--- src/eid_pkg.sv ---
package eid_pkg;
    // Register byte offsets on the Wishbone bus.
    localparam logic [7:0] ADDR_STATUS_CONTROL = 8'h00;
    localparam logic [7:0] ADDR_FUNCTION_SEL   = 8'h04;
    localparam logic [7:0] ADDR_INT_STATUS     = 8'h08;
    localparam logic [7:0] ADDR_INT_MASK       = 8'h0C;
    localparam logic [7:0] ADDR_PIN_LEVEL      = 8'h10;

    // Bit positions in the status/control register.
    localparam int BIT_INT_ENABLE   = 0;
    localparam int BIT_EVENT_FLAG   = 1;
    localparam int BIT_ACKNOWLEDGE  = 2;
    localparam int BIT_LEVEL_MODE   = 3;
    localparam int BIT_FUNC_ENABLE  = 4;
    localparam int BIT_POLARITY     = 5;
    localparam int BIT_PULL_DISABLE = 6;

    // Bit positions in the interrupt status and mask registers.
    localparam int BIT_INT_EVENT = 0;
    localparam int BIT_INT_WAKE  = 1;
    localparam int INT_BITS      = 2;

    // Pin-five function field in the function-select register.
    localparam int FUNC_LSB   = 0;
    localparam int FUNC_WIDTH = 4;
    localparam logic [3:0] FUNC_EXT_INT = 4'h4;

    // Reset values.
    localparam logic [3:0] FUNC_RESET = 4'h0;
    localparam logic [1:0] INT_RESET  = 2'h0;
    localparam logic       CTRL_RESET = 1'b0;
endpackage

--- src/eid_pin_sync.sv ---
`timescale 1ns/1ps
// Three-stage pin synchroniser; the level changes once stages two and three agree.
module eid_pin_sync (
    input  wire logic clk_i,   // Bus clock.
    input  wire logic rst_i,   // Synchronous reset, active high.
    input  wire logic pin_i,   // Raw pin level.
    output logic      level_o  // Settled pin level.
);
    typedef struct packed {
        logic s1;
        logic s2;
        logic s3;
        logic level;
    } eid_sync_state_t;

    eid_sync_state_t st_r;
    eid_sync_state_t st_nxt;

    // Shift the pin through the stages and accept a level that two stages agree on.
    always_comb begin
        st_nxt    = st_r;
        st_nxt.s1 = pin_i;
        st_nxt.s2 = st_r.s1;
        st_nxt.s3 = st_r.s2;
        if (st_r.s2 == st_r.s3) begin
            st_nxt.level = st_r.s3;
        end
    end

    // Register the state; the pin idles high after reset.
    always_ff @(posedge clk_i) begin
        if (rst_i) begin
            st_r <= '{s1: 1'b1, s2: 1'b1, s3: 1'b1, level: 1'b1};
        end else begin
            st_r <= st_nxt;
        end
    end

    assign level_o = st_r.level;
endmodule // eid_pin_sync

--- src/eid_top.sv ---
// The implementer's own choices: the Wishbone interface to the registers and the register addresses.
`timescale 1ns/1ps
// Overview of operation
// - Pin routes to interrupt logic only when its function field holds 0100b.
// - Clocked logic samples the pin, detecting edges or edges and levels.
// - In stop mode an enabled pin wakes the device through an unclocked path.
// - Pin acts as interrupt input only while the function enable bit is one.
// - Polarity bit picks the asserted edge direction and level.
// - Mode bit selects edges only, or edges plus sustained asserted levels.
// - Events always set the flag; a request needs the interrupt enable too.
// - Enabled pin with pull disable zero engages a pull matching polarity.
// - Pull disable set to one switches the internal pull device off.
// - Pin level is offered to branch-on-level instructions while configured.
// - In level mode a deasserted-to-asserted move sets the event flag.
// - In level mode the flag stays set and unclearable while pin asserted.
// - Writing the acknowledge bit clears a pending event flag.
// - CPU request is raised while the flag and interrupt enable are set.
module eid_top (
    input  wire logic        clk_i,          // Bus clock, 25 MHz.
    input  wire logic        rst_i,          // Synchronous reset, active high.
    input  wire logic        wb_cyc_i,       // Wishbone cycle.
    input  wire logic        wb_stb_i,       // Wishbone strobe.
    input  wire logic        wb_we_i,        // Wishbone write enable.
    input  wire logic [7:0]  wb_adr_i,       // Wishbone byte address.
    input  wire logic [3:0]  wb_sel_i,       // Wishbone byte selects.
    input  wire logic [31:0] wb_dat_i,       // Wishbone write data.
    output logic [31:0]      wb_dat_o,       // Wishbone read data.
    output logic             wb_ack_o,       // Wishbone acknowledge.
    input  wire logic        pin_i,          // External interrupt pin.
    input  wire logic        stop_mode_i,    // Clocks halted for stop mode.
    output logic             wake_o,         // Asynchronous wake request.
    output logic             pull_up_en_o,   // Internal pull-up enable.
    output logic             pull_down_en_o, // Internal pull-down enable.
    output logic             pin_level_o,    // Pin level for branch tests.
    output logic             cpu_irq_o,      // Interrupt request to the CPU.
    output logic             irq_o           // Masked sticky interrupt, level.
);
    typedef struct packed {
        logic        int_enable;
        logic        event_flag;
        logic        level_mode;
        logic        func_enable;
        logic        polarity;
        logic        pull_disable;
        logic [3:0]  func_field;
        logic [1:0]  int_status;
        logic [1:0]  int_mask;
        logic        asserted_prev;
        logic        wake_prev;
        logic        ack;
        logic [31:0] rdata;
    } eid_state_t;

    eid_state_t st_r;
    eid_state_t st_nxt;
    logic       level_sync;
    logic       pin_enabled;
    logic       asserted;
    logic       edge_event;
    logic       flag_set;
    logic       bus_req;
    logic       bus_write;
    logic       ack_write;

    // Bring the pin into the bus clock domain.
    // pin synchroniser
    eid_pin_sync u_sync (
        .clk_i   (clk_i),
        .rst_i   (rst_i),
        .pin_i   (pin_i),
        .level_o (level_sync)
    );

    // Converts the settled level into an asserted indication for the chosen polarity.
    function automatic logic is_asserted(input logic level, input logic pol);
        return pol ? level : ~level;
    endfunction

    // Pin routing and event detection.
    // function field gate
    assign pin_enabled = (st_r.func_field == eid_pkg::FUNC_EXT_INT) && st_r.func_enable;
    assign asserted    = is_asserted(level_sync, st_r.polarity);
    assign edge_event  = pin_enabled && asserted && !st_r.asserted_prev;
    assign flag_set    = edge_event || (pin_enabled && st_r.level_mode && asserted);

    // Bus request decoding.
    assign bus_req   = wb_cyc_i && wb_stb_i;
    assign bus_write = bus_req && wb_we_i && st_r.ack && wb_sel_i[0];
    assign ack_write = bus_write && (wb_adr_i == eid_pkg::ADDR_STATUS_CONTROL)
                       && wb_dat_i[eid_pkg::BIT_ACKNOWLEDGE];

    // Next-state logic for registers, flags and the bus slave.
    always_comb begin
        st_nxt               = st_r;
        st_nxt.asserted_prev = asserted;
        st_nxt.wake_prev     = wake_o;
        st_nxt.ack           = bus_req && !st_r.ack;

        // Read data is captured in the cycle the acknowledge rises.
        st_nxt.rdata = 32'h0000_0000;
        if (bus_req && !st_r.ack && !wb_we_i) begin
            case (wb_adr_i)
                eid_pkg::ADDR_STATUS_CONTROL: begin
                    st_nxt.rdata[eid_pkg::BIT_INT_ENABLE]   = st_r.int_enable;
                    st_nxt.rdata[eid_pkg::BIT_EVENT_FLAG]   = st_r.event_flag;
                    st_nxt.rdata[eid_pkg::BIT_LEVEL_MODE]   = st_r.level_mode;
                    st_nxt.rdata[eid_pkg::BIT_FUNC_ENABLE]  = st_r.func_enable;
                    st_nxt.rdata[eid_pkg::BIT_POLARITY]     = st_r.polarity;
                    st_nxt.rdata[eid_pkg::BIT_PULL_DISABLE] = st_r.pull_disable;
                end
                eid_pkg::ADDR_FUNCTION_SEL: begin
                    st_nxt.rdata[eid_pkg::FUNC_LSB +: eid_pkg::FUNC_WIDTH] = st_r.func_field;
                end
                eid_pkg::ADDR_INT_STATUS: begin
                    st_nxt.rdata[eid_pkg::INT_BITS-1:0] = st_r.int_status;
                end
                eid_pkg::ADDR_INT_MASK: begin
                    st_nxt.rdata[eid_pkg::INT_BITS-1:0] = st_r.int_mask;
                end
                eid_pkg::ADDR_PIN_LEVEL: begin
                    st_nxt.rdata[0] = level_sync;
                end
                default: begin
                    st_nxt.rdata = 32'h0000_0000;
                end
            endcase
        end

        // Writes take effect at the edge where the acknowledge is high.
        if (bus_write) begin
            case (wb_adr_i)
                eid_pkg::ADDR_STATUS_CONTROL: begin
                    st_nxt.int_enable   = wb_dat_i[eid_pkg::BIT_INT_ENABLE];
                    st_nxt.level_mode   = wb_dat_i[eid_pkg::BIT_LEVEL_MODE];
                    st_nxt.func_enable  = wb_dat_i[eid_pkg::BIT_FUNC_ENABLE];
                    st_nxt.polarity     = wb_dat_i[eid_pkg::BIT_POLARITY];
                    st_nxt.pull_disable = wb_dat_i[eid_pkg::BIT_PULL_DISABLE];
                end
                eid_pkg::ADDR_FUNCTION_SEL: begin
                    st_nxt.func_field = wb_dat_i[eid_pkg::FUNC_LSB +: eid_pkg::FUNC_WIDTH];
                end
                eid_pkg::ADDR_INT_STATUS: begin
                    st_nxt.int_status = st_r.int_status & ~wb_dat_i[eid_pkg::INT_BITS-1:0];
                end
                eid_pkg::ADDR_INT_MASK: begin
                    st_nxt.int_mask = wb_dat_i[eid_pkg::INT_BITS-1:0];
                end
                default: begin
                    st_nxt.int_mask = st_r.int_mask;
                end
            endcase
        end

        if (ack_write) begin
            st_nxt.event_flag = 1'b0;
        end
        if (flag_set) begin
            st_nxt.event_flag = 1'b1;
        end

        // Sticky interrupt status; a new event wins over a clear.
        if (edge_event) begin
            st_nxt.int_status[eid_pkg::BIT_INT_EVENT] = 1'b1;
        end
        if (wake_o && !st_r.wake_prev) begin
            st_nxt.int_status[eid_pkg::BIT_INT_WAKE] = 1'b1;
        end
    end

    // State register.
    always_ff @(posedge clk_i) begin
        if (rst_i) begin
            st_r <= '{
                int_enable:    eid_pkg::CTRL_RESET,
                event_flag:    eid_pkg::CTRL_RESET,
                level_mode:    eid_pkg::CTRL_RESET,
                func_enable:   eid_pkg::CTRL_RESET,
                polarity:      eid_pkg::CTRL_RESET,
                pull_disable:  eid_pkg::CTRL_RESET,
                func_field:    eid_pkg::FUNC_RESET,
                int_status:    eid_pkg::INT_RESET,
                int_mask:      eid_pkg::INT_RESET,
                asserted_prev: 1'b0,
                wake_prev:     1'b0,
                ack:           1'b0,
                rdata:         32'h0000_0000
            };
        end else begin
            st_r <= st_nxt;
        end
    end

    // Unclocked wake path from the raw pin, usable with clocks halted.
    // asynchronous wake
    assign wake_o = pin_enabled && stop_mode_i && is_asserted(pin_i, st_r.polarity);

    // Pull device control follows polarity unless disabled.
    // pull matches polarity
    assign pull_up_en_o   = pin_enabled && !st_r.pull_disable && !st_r.polarity;
    assign pull_down_en_o = pin_enabled && !st_r.pull_disable && st_r.polarity;

    assign pin_level_o = pin_enabled && level_sync;

    assign cpu_irq_o = st_r.event_flag && st_r.int_enable;
    assign irq_o     = |(st_r.int_status & st_r.int_mask);

    assign wb_ack_o = st_r.ack;
    assign wb_dat_o = st_r.rdata;
endmodule // eid_top
--- config.mk ---
export PLATFORM = sky130hd
export DESIGN_NAME = eid_top
export DESIGN_NICKNAME = d
export VERILOG_FILES = /design/src/eid_pkg.sv /design/src/eid_pin_sync.sv /design/src/eid_top.sv
export SDC_FILE = /design/constraint.sdc
export NUM_CORES = 1
export LEC_CHECK = 0
export ABC_AREA = 0
export BUFFER_PORTS_ARGS = -buffer_cell sky130_fd_sc_hd__buf_2
export CORE_MARGIN = 2
export CORE_UTILIZATION = 44
export CTS_BUF_LIST = sky130_fd_sc_hd__clkbuf_4
export DETAILED_ROUTE_END_ITERATION = 8
export PLACE_DENSITY = 0.81
export SYNTH_ARGS = -nofsm -noshare
export SYNTH_HDL_FRONTEND = slang
export SYNTH_HIERARCHICAL = 1
export SYNTH_SLANG_ARGS = --single-unit
--- constraint.sdc ---
create_clock -name clk_i -period 2.07 [get_ports clk_i]
set_clock_uncertainty 0.1 [all_clocks]
set_input_delay 0.5175 -clock clk_i [delete_from_list [all_inputs] [get_ports clk_i]]
set_output_delay 0.5175 -clock clk_i [all_outputs]
set_load 0.1 [all_outputs]
==> impl_metrics.env, run 1 <==
export IMPL_status="finished, violations left"
export IMPL_violations="negative setup slack"
export IMPL_place_congestion=0.8170
export IMPL_setup_viol=4
export IMPL_n_antenna_cell=0
export IMPL_yosys_most_used_dff="dfxtp_1"
export IMPL_synth_edf_count=0
export IMPL_nNetsFinal=248
export IMPL_drive_gt1_share_pct=33.33
export IMPL_start_util_pct=45.45
export IMPL_grt_first_pass_wirelength_um=4698
export IMPL_drt_wirelength_per_cell_um=11.75
export IMPL_synth_top_cell_area_share_pct=37.55
export IMPL_clock_sinks=28
export IMPL_synthToLayoutAreaGrowth_pct=16.26
export IMPL_clk_pin_slew_worst_paths_ns=0.13
export IMPL_cts_max_level=1
export IMPL_max_cap_violations=0
export IMPL_cts_max_path_buffers=2
export IMPL_finalHoldViolCount=0
export IMPL_die_area_um2=3874
export IMPL_avgSynthCellArea_um2=9.214
export IMPL_async_flop_share_pct=0
export IMPL_synth_cell_type_count=37
export IMPL_clkLatencyLatePin_ns=0.32
export IMPL_synth_seq_cells=28
export IMPL_hold_slack_ns=0.2994
export IMPL_syn_area_um2=1493
export IMPL_num_vias=1161
export IMPL_grt_pass1_vias=1036
export IMPL_nFillCells=315
export IMPL_cts_root_buf="clkbuf_4"
export IMPL_row_count=21
export IMPL_finalPower_w=0.001030
export IMPL_antenna_left=0
export IMPL_min_period_ns=2.283
export IMPL_max_freq_ghz=0.4381
export IMPL_seq_area_frac_synth_pct=37.55
export IMPL_yosysWarnings=6
export IMPL_postLayoutCoreUtil_pct=52.84
export IMPL_drc=0
export IMPL_synth_cells=162
export IMPL_num_io_pins=90
export IMPL_post_place_ws_ns=0.06574
export IMPL_hp_class="input port to flip-flop"
export IMPL_coreArea_um2=3284
export IMPL_rsz0062_at_grt="yes"
export IMPL_grt_start_max_net_pins=25
export IMPL_critical_path_arrival_ns=1.67
export IMPL_cp_max_fo=4
export IMPL_drv_slew=0
export IMPL_die_y_um=62.25
export IMPL_fin_crit_sh_pct=110.3
export IMPL_power_density_nw_per_um2=593.6
export IMPL_die_w_um=62.25
export IMPL_grt_antenna_before_repair=0
export IMPL_ctsHoldBuffers=0
export IMPL_gr_total_overflow=0
export IMPL_cp_required_ns=1.45
export IMPL_wl_um=2831
export IMPL_drt_first_pass_iters=4
export IMPL_fin_ws_ns=-0.2125
export IMPL_viasPerCell=4.817
export IMPL_start_kind="flip-flop"
export IMPL_io_buffer_count=36
export IMPL_criticalPathCategory="flip-flop to output port"
export IMPL_tritoncts="done"
export IMPL_dp_hpwl_um=2201
export IMPL_drt_iter0_markers=53
export IMPL_grt_use_total_pct=14.91
export IMPL_ys_top_cells_by_area="dfxtp_1, buf_4, mux2i_1"
export IMPL_vdd_drop_max_mv=0.3401
export IMPL_numCtsBuffers=3
export IMPL_yosysTopAreaCell="dfxtp_1"
export IMPL_end_kind="output port"
export IMPL_p_leak_nw=0.7673
## stage by stage
step	area [um2]	setup TNS (ns)	std cells
floorplan	1620	-0.2579	186
global placement	1697	0	236
detailed placement	1697	0	236
CTS	1735	-0.5668	241
global route	1735	-0.8433	241
finish	1735	-0.5211	241
## Yosys cell counts, types with 2 or more instances
library cell / n
nand4_1: 5
o41ai_1: 3
nor2_1: 9
and3_2: 2
nand2_1: 7
and2_1: 4
and3_1: 4
or2_2: 2
buf_4: 32
o32ai_1: 2
nand2b_1: 10
a21oi_1: 5
clkbuf_1: 5
or2_1: 3
nor2b_1: 3
nor3_1: 4
nand3_1: 3
inv_1: 4
mux4_2: 2
mux2i_1: 9
dfxtp_1: 28
## sequential cells by signal, indices dropped and copies added, names as in the netlist
register / cells
wb_ack_o: 1
u_sync/st_nxt: 2
st_r: 16
u_sync/st_r: 1
wb_dat_o: 7
u_sync/level_o: 1
## logic make-up after synthesis
family | synth area share [%]
mux | 9.053
simple gates | 27.41
compound gates | 6.204
flops | 37.55
buf+inv | 18.36
other cells | 0.2512
xor+xnor | 1.174
## critical path, stage by stage (launching register included)
cell     delay (ns)
dfxtp_2        0.36
nor4b_4        0.40
nand2_2        0.15
nor3b_4        0.23
buf_12         0.20
## cell type report
cell class	instances	area, um2	share of cell area, %
flip-flops and latches	28	564.3	32.52
well taps	46	57.56	3.317
clock buffers	3	22.52	1.298
inverters	4	15.01	0.8652
repair buffers	43	292.8	16.87
multi-input cells	117	783.3	45.13
## layer usage
layer / up-vias / GRT usage, % / part of all wire [%]
li1: 572 / - / -
met1: 539 / 20.91 / 46
met2: 46 / 22.42 / 45
met3: 4 / 4.167 / 7.6
met4: 0 / 4.444 / 1.5
met5: - / 0 / 0
## what timing repair did
item / in CTS / in global routing
gates resized for setup: 2 / 0
setup buffers: 2 / 0
pin swaps: 1 / 3
endpoints found under the setup margin: 4 / 4
## final timing paths
path	slack (ns)	startpoint	endpoint	cells past startpoint
setup / recovery	-0.21	st_r[40]	pull_down_en_o	4
hold / removal	0.30	pin_i	u_sync/st_nxt[2]	2
setup reg to reg	0.38	st_r[40]	st_r[38]	5
hold reg to reg	0.33	u_sync/st_nxt[2]	u_sync/st_nxt[1]	1
## where the power goes
part / total [W] / switching (W) / internal [W]
clock network: 0.000216 / 0.000148 / 0.0000683
registers: 0.000544 / 0.00000144 / 0.000542
logic: 0.000270 / 0.000238 / 0.0000322
## cells in the final DEF (no fill, tap or decap), types with 5 or more instances in the layout
master / Yosys / layout
buf_2: 0 / 32
conb_1: 1 / 25
dfxtp_1: 28 / 25
nand2b_1: 10 / 10
nor2_1: 9 / 9
mux2i_1: 9 / 9
buf_4: 32 / 7
nand2_1: 7 / 6
nand4_1: 5 / 5
a21oi_1: 5 / 5
No activity file was read; power rests on OpenSTA's default activity.
==> inputs of run 2 (changes only) <==
--- a/config.mk
+++ b/config.mk
@@ -11,6 +11,7 @@
 export CORE_UTILIZATION = 44
 export CTS_BUF_LIST = sky130_fd_sc_hd__clkbuf_4
 export DETAILED_ROUTE_END_ITERATION = 8
+export HOLD_SLACK_MARGIN = 0.06
 export PLACE_DENSITY = 0.81
 export SYNTH_ARGS = -nofsm -noshare
 export SYNTH_HDL_FRONTEND = slang
==> constraint.sdc (replaced) <==
create_clock -name clk_i -period 2.07 [get_ports clk_i]
set_clock_uncertainty 0.1 [all_clocks]
set_input_delay 0.207 -clock clk_i [delete_from_list [all_inputs] [get_ports clk_i]]
set_output_delay 0.207 -clock clk_i [all_outputs]
set_load 0.1 [all_outputs]
==> run 2 against run 1 <==
Effect of this change:
- the flow now finishes without violations
- die area stayed put
- total power is 1.8% higher
- utilization is 0.72 points higher
- register-to-register slack better by 0.05 ns
- flip-flop and latch count stayed put
- combinational power is 3% higher
- maximum frequency is 16% higher
- global-route usage is 1.0 points higher
- critical endpoint unchanged
- largest cell class unchanged
- highest routed layer unchanged
==> impl_metrics.env, run 2 (synthesis gave the netlist of run 1 again) <==
export IMPL_fin_crit_sh_pct=95.04
export IMPL_p_leak_nw=0.7677
export IMPL_setup_tns_ns=0
export IMPL_switchingPower_w=0.0003966
export IMPL_setup_viol=0
export IMPL_start_kind="flip-flop"
export IMPL_r2r_start="st_r[42]"
export IMPL_die_area_um2=3874
export IMPL_gr_total_overflow=0
export IMPL_tightestPinTransition_ns=0.5134
export IMPL_coreArea_um2=3284
export IMPL_hp_class="input port to flip-flop"
export IMPL_synthToLayoutAreaGrowth_pct=17.85
export IMPL_hold_slack_ns=0.05918
export IMPL_drc=0
export IMPL_tritoncts="done"
export IMPL_r2r_end="st_r[38]"
export IMPL_numCtsBuffers=3
export IMPL_cp_max_fo=3
export IMPL_clock_sinks=28
export IMPL_end_kind="output port"
export IMPL_criticalPathCategory="flip-flop to output port"
export IMPL_min_period_ns=1.967
export IMPL_largest_register_ffs=16
export IMPL_drt_first_pass_iters=4
export IMPL_grt_first_pass_wirelength_um=5106
export IMPL_rsz0062_at_grt="yes"
export IMPL_finalHoldViolCount=0
export IMPL_n_antenna_cell=0
export IMPL_comb_power_share_pct=26.5
export IMPL_p_sw_share_pct=37.83
export IMPL_place_inst=232
export IMPL_grt_antenna_before_repair=0
export IMPL_fin_cells=243
export IMPL_final_common_cell="buf_2"
export IMPL_drv_slew=0
export IMPL_die_y_um=62.25
export IMPL_critical_path_arrival_ns=1.66
export IMPL_status="finished clean"
export IMPL_power_density_nw_per_um2=596.0
export IMPL_grt_start_max_net_pins=26
export IMPL_cts_max_path_buffers=2
export IMPL_cts_root_buf="clkbuf_4"
export IMPL_clkLatencyLatePin_ns=0.33
export IMPL_antenna_left=0
export IMPL_slew_headroom_pct=65.45
export IMPL_rr_worst_depth=5
export IMPL_num_vias=1192
export IMPL_die_w_um=62.25
export IMPL_reg2reg_slack_ns=0.43
export IMPL_min_to="st_r[42]"
export IMPL_grt_pass1_vias=1089
export IMPL_cts_max_level=1
export IMPL_min_from="wb_dat_i[3]"
export IMPL_cp_required_ns=1.76
export IMPL_max_cap_violations=0
export IMPL_num_io_pins=90
export IMPL_hold_path_depth=3
export IMPL_postLayoutCoreUtil_pct=53.56
export IMPL_cts_setup_buffers=0
export IMPL_top_register="st_r"
export IMPL_internal_power_w=0.0006519
export IMPL_nNetsFinal=249
export IMPL_wl_um=2993
export IMPL_clockPowerShare_pct=21.6
export IMPL_drt_iter0_markers=57
export IMPL_grt_use_total_pct=15.92
export IMPL_power_frac_seq_pct=51.9
export IMPL_start_util_pct=45.45
export IMPL_final_cell_mix="buf_2, dfxtp_1, conb_1"
export IMPL_viasPerCell=4.905
export IMPL_row_count=21
export IMPL_dp_hpwl_um=2277
export IMPL_place_congestion=0.8148
export IMPL_drive_gt1_share_pct=28.43
export IMPL_io_buffer_count=36
export IMPL_drt_wirelength_per_cell_um=12.32
export IMPL_nFillCells=312
export IMPL_clk_pin_slew_worst_paths_ns=0.15
export IMPL_max_freq_ghz=0.5083
export IMPL_vdd_drop_max_mv=0.2501
## run 2: changes by cell type in the layout (fill, tap and decap cells not counted), sizes merged
cell         previous run  this run
dlygate4sd3             0         7
buf                    43        37
clkinv                  0         1
## run 2: layer usage
metal	routed length, um	track usage (%)
met4	42	5.278
met3	247	2.174
met2	1487	27.17
met5	0	0
met1	1216	20.77
## run 2: cell type report
| cell class | count | area, um2 | area share (%) |
|---|---|---|---|
| Sequential cell | 28 | 563.0 | 32.01 |
| Timing Repair Buffer | 44 | 317.8 | 18.07 |
| Multi-Input combinational cell | 117 | 779.5 | 44.31 |
| Clock buffer | 3 | 22.52 | 1.280 |
| Clock inverter | 1 | 3.754 | 0.2134 |
| Inverter | 4 | 15.01 | 0.8535 |
| Tap cell | 46 | 57.56 | 3.272 |
## run 2: critical path, cell delays in order (launching register included)
cell     delay (ns)
dfxtp_2        0.37
nor4b_4        0.31
nand2_1        0.19
nor3b_4        0.26
buf_12         0.20
## run 2: stage by stage
step | power [W] | cell area (um2) | worst slack (ns)
finish | 0.001049 | 1759 | 0.1027
global route | 0.001087 | 1759 | -0.002993
CTS | 0.001054 | 1758 | 0.04131
detailed placement | 0.0008228 | 1653 | 0.3049
global placement | 0.0008218 | 1653 | 0.3446
floorplan | 0.0008255 | 1607 | 0.03197
## run 2: worst max-delay path by stage
| stage | endpoint | cells past startpoint | slack (ns) | start |
|---|---|---|---|---|
| finish | pull_down_en_o | 4 | 0.10 | st_r[42] |
| global route | pull_down_en_o | 4 | -0.003 | st_r[42] |
| CTS | wake_o | 5 | 0.04 | st_r[39] |
| detailed placement | st_r[46] | 5 | 0.30 | wb_adr_i[1] |
| global placement | st_r[40] | 5 | 0.34 | wb_adr_i[1] |
| floorplan | pull_down_en_o | 3 | 0.03 | st_r[39] |
## run 2: power by group through the flow
stage               clock network [W]  registers [W]  logic, W
finish                       0.000227       0.000544  0.000278
global route                 0.000253       0.000545  0.000289
CTS                          0.000233       0.000544  0.000278
global placement                    0       0.000556  0.000266
floorplan                           0       0.000561  0.000264
detailed placement                  0       0.000556  0.000267
## run 2: timing repair
item | 4_1_cts | 5_1_grt
gates resized for setup | 1 | 2
pin swaps | 0 | 2
hold buffers | 7 | 0
setup endpoints to repair | 1 | 2
endpoints found under the hold margin | 7 | 0
==> inputs of run 3 (changes only) <==
--- a/config.mk
+++ b/config.mk
@@ -7,11 +7,12 @@
 export LEC_CHECK = 0
 export ABC_AREA = 0
 export BUFFER_PORTS_ARGS = -buffer_cell sky130_fd_sc_hd__buf_2
+export CORE_ASPECT_RATIO = 1.75
 export CORE_MARGIN = 2
 export CORE_UTILIZATION = 44
 export CTS_BUF_LIST = sky130_fd_sc_hd__clkbuf_4
 export DETAILED_ROUTE_END_ITERATION = 8
-export HOLD_SLACK_MARGIN = 0.06
+export HOLD_SLACK_MARGIN = 0.15
 export PLACE_DENSITY = 0.81
 export SYNTH_ARGS = -nofsm -noshare
 export SYNTH_HDL_FRONTEND = slang
==> run 3 against run 2 <==
Effect of this change:
- total power rose by 13%
- worst setup slack got worse by 0.034 ns
- cell area rose by 6.5%
- largest cell class unchanged
- die area rose by 0.47%
- critical endpoint is now st_r[44]
==> impl_metrics.env, run 3 (synthesis gave the netlist of run 1 again) <==
export IMPL_cts_max_level=1
export IMPL_end_kind="flip-flop"
export IMPL_drc=0
export IMPL_wl_um=3379
export IMPL_drt_wirelength_per_cell_um=13.46
export IMPL_vdd_drop_max_mv=0.4046
export IMPL_grt_use_total_pct=19.37
export IMPL_final_common_cell="buf_2"
export IMPL_hp_class="input port to flip-flop"
export IMPL_top_register="st_r"
export IMPL_internal_power_w=0.0007832
export IMPL_die_y_um=81.05
export IMPL_start_kind="input port"
export IMPL_fin_crit_sh_pct=96.68
export IMPL_max_freq_ghz=0.4997
export IMPL_cp_max_fo=7
export IMPL_switchingPower_w=0.0004063
export IMPL_viasPerCell=5.016
export IMPL_grt_antenna_before_repair=0
export IMPL_setup_viol=0
export IMPL_max_cap_violations=0
export IMPL_io_buffer_count=36
export IMPL_critical_path_arrival_ns=2.17
export IMPL_dp_hpwl_um=2390
export IMPL_cts_root_buf="clkbuf_4"
export IMPL_comb_power_share_pct=24.2
export IMPL_start_util_pct=44.85
export IMPL_synthToLayoutAreaGrowth_pct=25.48
export IMPL_crit_buf_inv=3
export IMPL_final_cell_mix="buf_2, dfxtp_1, conb_1"
export IMPL_num_vias=1259
export IMPL_finalHoldViolCount=0
export IMPL_finalPower_w=0.001190
export IMPL_drt_first_pass_iters=4
export IMPL_numCtsBuffers=3
export IMPL_coreArea_um2=3328
export IMPL_die_area_um2=3893
export IMPL_critPathMaxStageDelay_ns=0.59
export IMPL_row_count=28
export IMPL_grt_first_pass_wirelength_um=5368
export IMPL_cp_slowest_cell="dlygate4sd3_1"
export IMPL_cp_required_ns=2.24
export IMPL_largest_register_ffs=16
export IMPL_drive_gt1_share_pct=29.61
export IMPL_setup_tns_ns=0
export IMPL_slew_headroom_pct=65.49
export IMPL_grt_pass1_vias=1217
export IMPL_clk_pin_slew_worst_paths_ns=0.15
export IMPL_antenna_left=0
export IMPL_place_congestion=0.8367
export IMPL_place_inst=232
export IMPL_power_frac_seq_pct=45.7
export IMPL_rsz0062_at_grt="no"
export IMPL_worstPathCellList="dlygate4sd3_1, buf_2, and3_1, and3_2, nand4_1, dlygate4sd3_1, a21oi_1"
export IMPL_gr_total_overflow=0
export IMPL_p_leak_nw=0.8105
export IMPL_clockPowerShare_pct=30.1
export IMPL_grt_start_max_net_pins=25
export IMPL_drt_iter0_markers=29
export IMPL_nNetsFinal=258
export IMPL_n_antenna_cell=0
export IMPL_fin_cells=251
export IMPL_cts_max_path_buffers=2
export IMPL_tritoncts="done"
export IMPL_clock_sinks=28
export IMPL_power_density_nw_per_um2=635.1
export IMPL_criticalPathCategory="input port to flip-flop"
export IMPL_critPathTopFamily="buffers and inverters"
export IMPL_crit_top_cell="dlygate4sd3_1"
export IMPL_status="finished clean"
export IMPL_min_period_ns=2.001
export IMPL_num_io_pins=90
export IMPL_clkLatencyLatePin_ns=0.33
export IMPL_die_w_um=48.03
export IMPL_p_sw_share_pct=34.15
export IMPL_tightestPinTransition_ns=0.5129
export IMPL_drv_slew=0
==> run 3: path summary, 6_finish.rpt <==
kind                     from          endpoint  slack (ns)  depth (start not counted)
max                   wb_we_i          st_r[44]        0.07                          7
min reg2reg  u_sync/st_nxt[2]  u_sync/st_nxt[1]        0.33                          1
max reg2reg          wb_ack_o          st_r[44]        0.21                          5
min                     rst_i          wb_ack_o        0.16                          2
==> run 3: through the flow <==
| stage | util (%) | hold slack, ns | worst slack [ns] | instance area, um2 |
|---|---|---|---|---|
| after floorplan | - | 0.2041 | 0.03197 | 1607 |
| after global placement | 49.85 | 0.2883 | 0.3102 | 1659 |
| after detailed placement | 49.85 | 0.2940 | 0.2812 | 1659 |
| after CTS | 55.90 | 0.1569 | 0.02125 | 1861 |
| after global routing | 56.28 | 0.1572 | 0.007658 | 1873 |
| final | 56.28 | 0.1646 | 0.06881 | 1873 |
==> run 3: what timing repair did <==
action,4_1_cts,5_1_grt
resized for setup,1,4
pin swaps,0,3
setup endpoints to repair,2,3
hold buffers,14,0
hold endpoints to repair,17,0
setup buffers,0,1
==> run 3: area by class of cell <==
class,count,area (um2)
Multi-Input combinational cell,117,783.3
Clock inverter,1,30.03
Inverter,4,15.01
Tap cell,45,56.30
Fill cell,284,1455
Sequential cell,28,563.0
Clock buffer,3,22.52
Timing Repair Buffer,53,402.9
==> run 3: power by group through the flow <==
stage / Combinational (W) / Clock (W) / Sequential, W
detailed placement: 0.000269 / 0 / 0.000556
finish: 0.000288 / 0.000358 / 0.000544
global route: 0.000301 / 0.000386 / 0.000545
CTS: 0.000286 / 0.000364 / 0.000544
floorplan: 0.000264 / 0 / 0.000561
global placement: 0.000269 / 0 / 0.000556
==> run 3: per-layer routing <==
metal	routed length, um	track usage [%]
met1	1201	20.85
met2	1862	32.40
met3	135	2.222
met4	178	14.05
met5	0	0
==> run 3: worst reg2reg max path, cell delays in order (launching register included) <==
cell and delay (ns):
dfxtp_2 0.37, and3_1 0.23, and3_2 0.28, nand4_1 0.12, dlygate4sd3_1 0.59, a21oi_1 0.12
